File: config.mk
export PLATFORM = sky130hd
export DESIGN_NAME = ppc_protect_ctrl
export DESIGN_NICKNAME = d
export VERILOG_FILES = /design/src/design/ppc_sync_edge.v /design/src/design/ppc_phase_meter.v /design/src/design/ppc_protect_ctrl.v
export VERILOG_INCLUDE_DIRS = /design/src /design/src/design
export SDC_FILE = /design/constraint.sdc
export NUM_CORES = 1
export LEC_CHECK = 0
export ABC_CLOCK_PERIOD_IN_PS = 1900
export BUFFER_PORTS_ARGS = -buffer_cell sky130_fd_sc_hd__buf_2
export CAP_MARGIN = 20
export CORE_ASPECT_RATIO = 1.1
export CORE_MARGIN = 5
export CORE_UTILIZATION = 51
export DETAILED_ROUTE_END_ITERATION = 16
export PLACE_DENSITY = 0.75
export SLEW_MARGIN = 20
export SYNTH_ARGS = -nofsm -noshare
export SYNTH_HDL_FRONTEND = slang
export SYNTH_SLANG_ARGS = --single-unit
export TNS_END_PERCENT = 1
File: constraint.sdc
create_clock -name ref_clk -period 1.9 [get_ports ref_clk]
set_clock_uncertainty 0.2 [all_clocks]
set_input_delay 0.38 -clock ref_clk [delete_from_list [all_inputs] [get_ports ref_clk]]
set_output_delay 0.38 -clock ref_clk [all_outputs]
set_load 0.01 [all_outputs]
File: src/design/ppc_map.vh
`ifndef PPC_MAP_VH
`define PPC_MAP_VH
// register addresses
`define PPC_ADDR_DETECT_CTRL 8'h9a
`define PPC_ADDR_STATUS 8'h9b
`define PPC_ADDR_THRESHOLD 8'h9c
`define PPC_ADDR_INT_ENABLE 8'h9d
`define PPC_ADDR_CLK_MASK 8'ha1
`define PPC_ADDR_PIN_FUNC 8'ha6
`define PPC_ADDR_PWM0_CTRL 8'ha7
// status fields
`define PPC_ST_CMP4 6
`define PPC_ST_CMP2 5
`define PPC_ST_CMP1 4
`define PPC_ST_PROT_IF 3
`define PPC_ST_OFF 2
`define PPC_ST_NO_PHASE 1
`define PPC_ST_SMALL 0
// protection enable fields
`define PPC_IE_CMP4_OFF 5
`define PPC_IE_CMP2_OFF 4
`define PPC_IE_CMP1_OFF 3
`define PPC_IE_PD_OFF 2
`define PPC_IE_OFF_INT 1
`define PPC_IE_PROT_INT 0
// clock and mask fields
`define PPC_CK_PWM1_HI 7
`define PPC_CK_PWM1_LO 6
`define PPC_CK_PWM0_HI 3
`define PPC_CK_PWM0_LO 2
`define PPC_CK_NMASK 1
`define PPC_CK_PMASK 0
// pin function fields
`define PPC_PF_PWM1 7
`define PPC_PF_POS 6
`define PPC_PF_NEG 5
// pwm0 control fields
`define PPC_P0_MASK_EN 6
// detect control fields
`define PPC_DC_DELAY_HI 6
`define PPC_DC_DELAY_LO 4
`define PPC_DC_ENABLE 0
// clock select codes
`define PPC_CKS_SYS0 2'h0
`define PPC_CKS_SYS1 2'h1
`define PPC_CKS_RC 2'h2
`define PPC_CKS_RC2X 2'h3
// reset values
`define PPC_RST_BYTE 8'h00
`endif

File: src/design/ppc_sync_edge.v
`timescale 1ns/1ns
`default_nettype none
module ppc_sync_edge #(
  parameter W = 4
) (
  input wire ref_clk,
  input wire resetn,
  input wire [W-1:0] async_in,
  output reg [W-1:0] level_reg,
  output reg [W-1:0] edge_reg
);
  reg [W-1:0] meta_reg;
  reg [W-1:0] sync_reg;
  genvar i;
  generate
    for (i = 0; i < W; i = i + 1)
    begin : g_bit
      always @(posedge ref_clk)
      begin
        if (!resetn)
        begin
          meta_reg[i] <= 1'b0;
          sync_reg[i] <= 1'b0;
          level_reg[i] <= 1'b0;
          edge_reg[i] <= 1'b0;
        end
        else
        begin
          meta_reg[i] <= async_in[i];
          sync_reg[i] <= meta_reg[i];
          level_reg[i] <= sync_reg[i];
          // either direction counts as an event
          edge_reg[i] <= sync_reg[i] ^ level_reg[i];
        end
      end
    end
  endgenerate
endmodule // ppc_sync_edge
`default_nettype wire

File: src/design/ppc_phase_meter.v
`timescale 1ns/1ns
`default_nettype none
module ppc_phase_meter #(
  parameter CW = 8
) (
  input wire ref_clk,
  input wire resetn,
  input wire active,
  input wire period_tick,
  input wire phase_level,
  input wire [CW-1:0] threshold,
  output reg no_phase_reg,
  output reg small_phase_reg
);
  reg [CW-1:0] width_reg;
  reg seen_reg;
  reg prev_reg;
  wire fall = prev_reg & ~phase_level;
  always @(posedge ref_clk)
  begin
    if (!resetn)
    begin
      width_reg <= {CW{1'b0}};
      seen_reg <= 1'b0;
      prev_reg <= 1'b0;
      no_phase_reg <= 1'b0;
      small_phase_reg <= 1'b0;
    end
    else
    begin
      prev_reg <= phase_level;
      no_phase_reg <= 1'b0;
      small_phase_reg <= 1'b0;
      if (!active)
      begin
        width_reg <= {CW{1'b0}};
        seen_reg <= 1'b0;
      end
      else
      begin
        // saturate so a stuck-high phase never wraps into a small width
        if (phase_level && width_reg != {CW{1'b1}})
          width_reg <= width_reg + {{(CW-1){1'b0}}, 1'b1};
        if (fall)
        begin
          seen_reg <= 1'b1;
          width_reg <= {CW{1'b0}};
          small_phase_reg <= (width_reg < threshold);
        end
        if (period_tick)
        begin
          no_phase_reg <= ~(seen_reg | fall | phase_level);
          seen_reg <= 1'b0;
        end
      end
    end
  end
endmodule // ppc_phase_meter
`default_nettype wire

File: src/design/ppc_protect_ctrl.v
// Behaviour
// comparator 2 either edge sets status bit 5; writing 0 there clears it.
// comparator 1 either edge sets status bit 4; writing 0 there clears it.
// bit 3 sets while no-phase or small-phase flag is 1; cleared by write.
// bit 2 sets when protection forces PWM0 off; cleared by write.
// bit 1 sets when no phase width is detected; cleared by write.
// bit 0 sets when phase width below threshold; cleared by write.
// eight-bit read/write phase width threshold, reset zero.
// enable bits 5,4,3 let comparators 4,2,1 force PWM0 off.
// enable bit 2 lets phase detector conditions force PWM0 off.
// enable bit 1 gates forced-off flag onto interrupt request.
// enable bit 0 gates protection flag onto interrupt request.
// clock select 00/01 system, 10 RC oscillator, 11 doubled RC.
// while cleared or forced off, negative output drives mask bit 1.
// while cleared or forced off, positive output drives mask bit 0.
// pin bits 7,6,5 route PWM1, positive, negative PWM0 to pins.
// PWM0 control bit 6 enables output mask, reset zero.
// comparator 4 either edge sets status bit 6; writing 0 clears it.
// after clear returns low, detection waits 0 to 7 PWM periods.
// status write clears only zero bits; hardware set wins over clear.
`timescale 1ns/1ns
`default_nettype none
`include "ppc_map.vh"
module ppc_protect_ctrl #(
  parameter TW = 8
) (
  input wire ref_clk,
  input wire resetn,
  input wire [7:0] sfr_addr,
  input wire sfr_wr,
  input wire sfr_rd,
  input wire [7:0] sfr_wdata,
  output reg [7:0] sfr_rdata,
  input wire cmp1_out,
  input wire cmp2_out,
  input wire cmp4_out,
  input wire phase_in,
  input wire pwm0_clear_control,
  input wire pwm_period_tick,
  input wire pwm0_p_raw,
  input wire pwm0_n_raw,
  input wire pwm1_raw,
  input wire port_p33_out,
  input wire port_p35_out,
  input wire port_p12_out,
  output reg pin_p33_out,
  output reg pin_p35_out,
  output reg pin_p12_out,
  output reg pwm0_p_out,
  output reg pwm0_n_out,
  output reg pwm0_forced_off,
  output reg protection_int_req,
  output reg [1:0] pwm0_clock_select,
  output reg [1:0] pwm1_clock_select
);
  reg [7:0] detect_ctrl_reg;
  reg [6:0] status_reg;
  reg [6:0] status_next;
  reg [TW-1:0] phase_width_threshold_reg;
  reg [5:0] protection_int_enable_reg;
  reg [7:0] pwm_clock_and_mask_reg;
  reg [2:0] pin_function_select_reg;
  reg output_mask_enable_reg;
  reg [2:0] wait_cnt_reg;
  reg wait_done_reg;
  reg clear_prev_reg;
  wire [3:0] sync_level;
  wire [3:0] sync_edge;
  wire no_phase_evt;
  wire small_phase_evt;
  wire wr_status = sfr_wr && (sfr_addr == `PPC_ADDR_STATUS);
  wire [2:0] start_delay = detect_ctrl_reg[`PPC_DC_DELAY_HI:`PPC_DC_DELAY_LO];
  wire detect_active = detect_ctrl_reg[`PPC_DC_ENABLE] & ~pwm0_clear_control & wait_done_reg;
  wire phase_fault = no_phase_evt | small_phase_evt;
  wire shutdown_evt =
    (protection_int_enable_reg[`PPC_IE_CMP4_OFF] & sync_edge[2]) |
    (protection_int_enable_reg[`PPC_IE_CMP2_OFF] & sync_edge[1]) |
    (protection_int_enable_reg[`PPC_IE_CMP1_OFF] & sync_edge[0]) |
    (protection_int_enable_reg[`PPC_IE_PD_OFF] & phase_fault);
  wire masked = pwm0_clear_control | status_reg[`PPC_ST_OFF];
  // bit order: 0 cmp1, 1 cmp2, 2 cmp4, 3 phase
  ppc_sync_edge #(
    .W(4)
  ) u_sync (
    .ref_clk(ref_clk),
    .resetn(resetn),
    .async_in({phase_in, cmp4_out, cmp2_out, cmp1_out}),
    .level_reg(sync_level),
    .edge_reg(sync_edge)
  );
  ppc_phase_meter #(
    .CW(TW)
  ) u_meter (
    .ref_clk(ref_clk),
    .resetn(resetn),
    .active(detect_active),
    .period_tick(pwm_period_tick),
    .phase_level(sync_level[3]),
    .threshold(phase_width_threshold_reg),
    .no_phase_reg(no_phase_evt),
    .small_phase_reg(small_phase_evt)
  );
  // start-of-detection delay counted in pwm periods
  always @(posedge ref_clk)
  begin
    if (!resetn)
    begin
      wait_cnt_reg <= 3'h0;
      wait_done_reg <= 1'b0;
      clear_prev_reg <= 1'b0;
    end
    else
    begin
      clear_prev_reg <= pwm0_clear_control;
      if (pwm0_clear_control)
      begin
        wait_cnt_reg <= 3'h0;
        wait_done_reg <= 1'b0;
      end
      else if (clear_prev_reg || !wait_done_reg)
      begin
        if (wait_cnt_reg >= start_delay)
          wait_done_reg <= 1'b1;
        else if (pwm_period_tick)
          wait_cnt_reg <= wait_cnt_reg + 3'h1;
      end
    end
  end
  always @*
  begin
    status_next = status_reg;
    if (wr_status)
      status_next = status_reg & sfr_wdata[6:0];
    if (sync_edge[2])
      status_next[`PPC_ST_CMP4] = 1'b1;
    if (sync_edge[1])
      status_next[`PPC_ST_CMP2] = 1'b1;
    if (sync_edge[0])
      status_next[`PPC_ST_CMP1] = 1'b1;
    if (status_reg[`PPC_ST_NO_PHASE] | status_reg[`PPC_ST_SMALL])
      status_next[`PPC_ST_PROT_IF] = 1'b1;
    if (shutdown_evt)
      status_next[`PPC_ST_OFF] = 1'b1;
    if (no_phase_evt)
      status_next[`PPC_ST_NO_PHASE] = 1'b1;
    if (small_phase_evt)
      status_next[`PPC_ST_SMALL] = 1'b1;
  end
  always @(posedge ref_clk)
  begin
    if (!resetn)
    begin
      status_reg <= 7'h00;
      detect_ctrl_reg <= `PPC_RST_BYTE;
      phase_width_threshold_reg <= {TW{1'b0}};
      protection_int_enable_reg <= 6'h00;
      pwm_clock_and_mask_reg <= `PPC_RST_BYTE;
      pin_function_select_reg <= 3'h0;
      output_mask_enable_reg <= 1'b0;
    end
    else
    begin
      status_reg <= status_next;
      if (sfr_wr)
      begin
        case (sfr_addr)
          `PPC_ADDR_DETECT_CTRL: detect_ctrl_reg <= sfr_wdata & 8'h71;
          `PPC_ADDR_THRESHOLD: phase_width_threshold_reg <= sfr_wdata[TW-1:0];
          `PPC_ADDR_INT_ENABLE: protection_int_enable_reg <= sfr_wdata[5:0];
          `PPC_ADDR_CLK_MASK: pwm_clock_and_mask_reg <= sfr_wdata & 8'hcf;
          `PPC_ADDR_PIN_FUNC: pin_function_select_reg <= sfr_wdata[7:5];
          `PPC_ADDR_PWM0_CTRL: output_mask_enable_reg <= sfr_wdata[`PPC_P0_MASK_EN];
          default: ;
        endcase
      end
    end
  end
  always @(posedge ref_clk)
  begin
    if (!resetn)
      sfr_rdata <= 8'h00;
    else if (sfr_rd)
    begin
      case (sfr_addr)
        `PPC_ADDR_DETECT_CTRL: sfr_rdata <= detect_ctrl_reg;
        `PPC_ADDR_STATUS: sfr_rdata <= {1'b0, status_reg};
        `PPC_ADDR_THRESHOLD: sfr_rdata <= phase_width_threshold_reg;
        `PPC_ADDR_INT_ENABLE: sfr_rdata <= {2'h0, protection_int_enable_reg};
        `PPC_ADDR_CLK_MASK: sfr_rdata <= pwm_clock_and_mask_reg;
        `PPC_ADDR_PIN_FUNC: sfr_rdata <= {pin_function_select_reg, 5'h00};
        `PPC_ADDR_PWM0_CTRL: sfr_rdata <= {1'b0, output_mask_enable_reg, 6'h00};
        default: sfr_rdata <= 8'h00;
      endcase
    end
  end
  // outputs, all registered
  always @(posedge ref_clk)
  begin
    if (!resetn)
    begin
      pwm0_p_out <= 1'b0;
      pwm0_n_out <= 1'b0;
      pin_p33_out <= 1'b0;
      pin_p35_out <= 1'b0;
      pin_p12_out <= 1'b0;
      pwm0_forced_off <= 1'b0;
      protection_int_req <= 1'b0;
      pwm0_clock_select <= `PPC_CKS_SYS0;
      pwm1_clock_select <= `PPC_CKS_SYS0;
    end
    else
    begin
      pwm0_forced_off <= masked;
      // mask off: outputs fall to 0 rather than mask levels when held
      pwm0_n_out <= masked ? (output_mask_enable_reg &
        pwm_clock_and_mask_reg[`PPC_CK_NMASK]) : pwm0_n_raw;
      pwm0_p_out <= masked ? (output_mask_enable_reg &
        pwm_clock_and_mask_reg[`PPC_CK_PMASK]) : pwm0_p_raw;
      pin_p33_out <= pin_function_select_reg[2] ? pwm1_raw : port_p33_out;
      pin_p35_out <= pin_function_select_reg[1] ?
        (masked ? (output_mask_enable_reg & pwm_clock_and_mask_reg[`PPC_CK_PMASK])
        : pwm0_p_raw) : port_p35_out;
      pin_p12_out <= pin_function_select_reg[0] ?
        (masked ? (output_mask_enable_reg & pwm_clock_and_mask_reg[`PPC_CK_NMASK])
        : pwm0_n_raw) : port_p12_out;
      protection_int_req <=
        (protection_int_enable_reg[`PPC_IE_OFF_INT] & status_reg[`PPC_ST_OFF]) |
        (protection_int_enable_reg[`PPC_IE_PROT_INT] & status_reg[`PPC_ST_PROT_IF]);
      // codes 00/01 both select system clock
      pwm0_clock_select <= pwm_clock_and_mask_reg[`PPC_CK_PWM0_HI:`PPC_CK_PWM0_LO];
      pwm1_clock_select <= pwm_clock_and_mask_reg[`PPC_CK_PWM1_HI:`PPC_CK_PWM1_LO];
    end
  end
endmodule // ppc_protect_ctrl
`default_nettype wire

==> results.toml <==
[status]
status = "complete, no violations"

[worst_setup_path]
crit_fanout = 3
start_kind = "flop"
r2r-start = "wait_cnt_reg[0]"
crit_type = "flop to flop"
required_ns = 1.96
arrival_ns = 1.91
r2r_setup_slack_ns = 0.06
worstReg2RegEnd = "wait_cnt_reg[0]"
crit_path_end_kind = "flop"
r2r_cells = 8

[sta]
min_period_ns = 1.84
setup_viol = 0
hold_ws_ns = 0.0198
finalWorstSetupSlack_ns = 0.0562
fmax_mhz = 542
final_max_slew_viol_count = 0
finalHoldViolCount = 0
finalCritPeriodShare = 0.970
fin_setup_tns_ns = 0
tightest_slew_ns = 0.523
slew_headroom = 0.651

[hold_path]
hold_end = "u_sync.meta_reg[3]"
holdPathStages = 2
worstHoldStart = "phase_in"
hp-class = "primary input to flop"

[yosys]
ys_seq_area_frac = 0.466
ys_seq_elements = 86
synth_area_leaders = "dfxtp_1 (47%), mux2i_1 (8.4%), nor2b_1 (6.6%)"
syn_avg_cell_area_um2 = 9.39
yosysMostFrequentCell = "dfxtp_1"
yosysTopAreaCell = "dfxtp_1"
synth_top_cell_area_share = 0.466
synth_cells = 393
synth_top_cells_by_count = "dfxtp_1 (86), nor2b_1 (39), mux2i_1 (31)"
synthFlopType = "dfxtp_1"
yosysWarnings = 0
syn_area_mm2 = 0.00369
async_flop_share = 0
synth_edf_count = 0
synth.distinct_cells = 48
syn_nets = 437

[cts]
cts_buffers = 9
cts-root-buf = "clkbuf_8"
clkLatencyLatePin_ns = 0.36
clkTransAtPathRegs_ns = 0.09
cts_buffer_depth = 2
htree_levels = 3
cts_tree = "yes"
cts_sinks = 86

[pwr]
leakage_nw = 1.88
max-vdd-ir-drop_uv = 381
powerDensity_mw_per_mm2 = 753

[placement]
place.gp.congestion = 0.891
hpwl_um = 6320
place_ws_ns = -0.225
placed_cell_area_mm2 = 0.00414
io_buffer_count = 50
place_inst = 532

[die]
rows = 32
core_mm2 = 0.00705
die-area_mm2 = 0.00904
dieHeight_um = 99.2
initial_core_util = 0.524
die_x_um = 91.1
io_pins = 51

[drt]
viasPerCell = 5.45
dr.first_iter.drc_count = 221
drc_errors = 0
vias = 2995
final_antenna_net_count = 0
dr.pass1.iters = 5
wl_per_cell_um = 15.7
finalWirelength_um = 8650

[final_layout]
diodes = 0
regArea_mm2 = 0.00173
instances_no_fill = 550
fin_nets = 505
final_area_mm2 = 0.00439
drive_gt1_frac = 0.222
fillCellCount = 611
area_growth_pct = 18.9
multi_input_area_mm2 = 0.00189

[global_route]
track_usage = 0.192
antenna_found_initial = 0
grt_pass1_wl_um = 14100
overflow = 0
grt_pass1_vias = 2910
grt_max_degree = 67

[flow_run]
maxCapViolCount = 0
## report_power, final
group          internal, W  switching (W)  leakage (nW)
combinational    0.0000895       0.000104          1.09
clock             0.000638       0.000637        0.0887
sequential         0.00183      0.0000120         0.699
## per-stage QoR
step           total power [W]   util
6_report               0.00331  0.623
5_1_grt                0.00344  0.623
4_1_cts                0.00333  0.615
3_5_place_dp           0.00207  0.587
3_3_place_gp           0.00207  0.587
2_1_floorplan          0.00197      -
## cell families (layout without fill, tap and decap cells)
group	after synthesis	after routing	synth area share
xor+xnor	10	10	0.0237
simple gates	150	150	0.226
compound gates	73	73	0.124
mux	32	32	0.0871
buf+inv	30	102	0.0319
flops	86	86	0.466
fa+ha+maj	12	12	0.0407
## how the worst max path moves through the flow
stage / startpoint / end / slack (ns) / cells after the start
final: wait_cnt_reg[0] / wait_cnt_reg[0] / 0.06 / 8
after global routing: wait_cnt_reg[0] / wait_cnt_reg[0] / -0.008 / 8
after CTS: detect_ctrl_reg[4] / wait_cnt_reg[0] / 0.02 / 7
after detailed placement: sfr_addr[3] / sfr_rdata[0] / -0.23 / 6
after global placement: sfr_addr[3] / sfr_rdata[2] / -0.17 / 6
after floorplan: sfr_addr[3] / pin_function_select_reg[0] / -0.05 / 6
## cells in the final DEF, fill, tap and decap left out, types with 6 or more instances in the layout
cell type,count
nand2_1,27
mux2i_1,31
and2_1,22
ha_1,11
xor2_1,6
nand3_1,8
a22oi_1,7
nor2b_1,39
a21oi_1,22
nand2b_1,6
buf_2,50
dfxtp_1,83
clkbuf_8,10
nor2_1,23
buf_4,23
inv_1,12
o21ai_0,23
## worst max-delay path, cell delays in order (launching register included)
cell and delay (ns):
dfxtp_2 0.34, inv_2 0.05, ha_4 0.22, nand2b_4 0.12
a21o_1 0.18, a211oi_2 0.29, buf_4 0.18, xnor2_2 0.11
nor2_1 0.06
## area by class of cell
type	instances	share of cell area
tap	85	0.0242
multi-input combinational	277	0.430
inverter	13	0.0111
timing repair buffer	74	0.0986
clock inverter	3	0.0103
clock buffer	12	0.0331
sequential	86	0.393
## timing repair
item	4_1_cts	5_1_grt
hold endpoints to repair	1	0
setup buffers	0	2
hold buffers	1	0
gates resized for setup	0	8
pin swaps	1	5
setup endpoints to repair	2	4
## metal layers
| layer | GRT usage | routed length (µm) |
|---|---|---|
| met4 | 0.0609 | 115 |
| met2 | 0.317 | 4130 |
| met1 | 0.248 | 3920 |
| met5 | 0 | 0 |
| met3 | 0.0469 | 480 |
No activity file was read; power rests on OpenSTA's default activity.
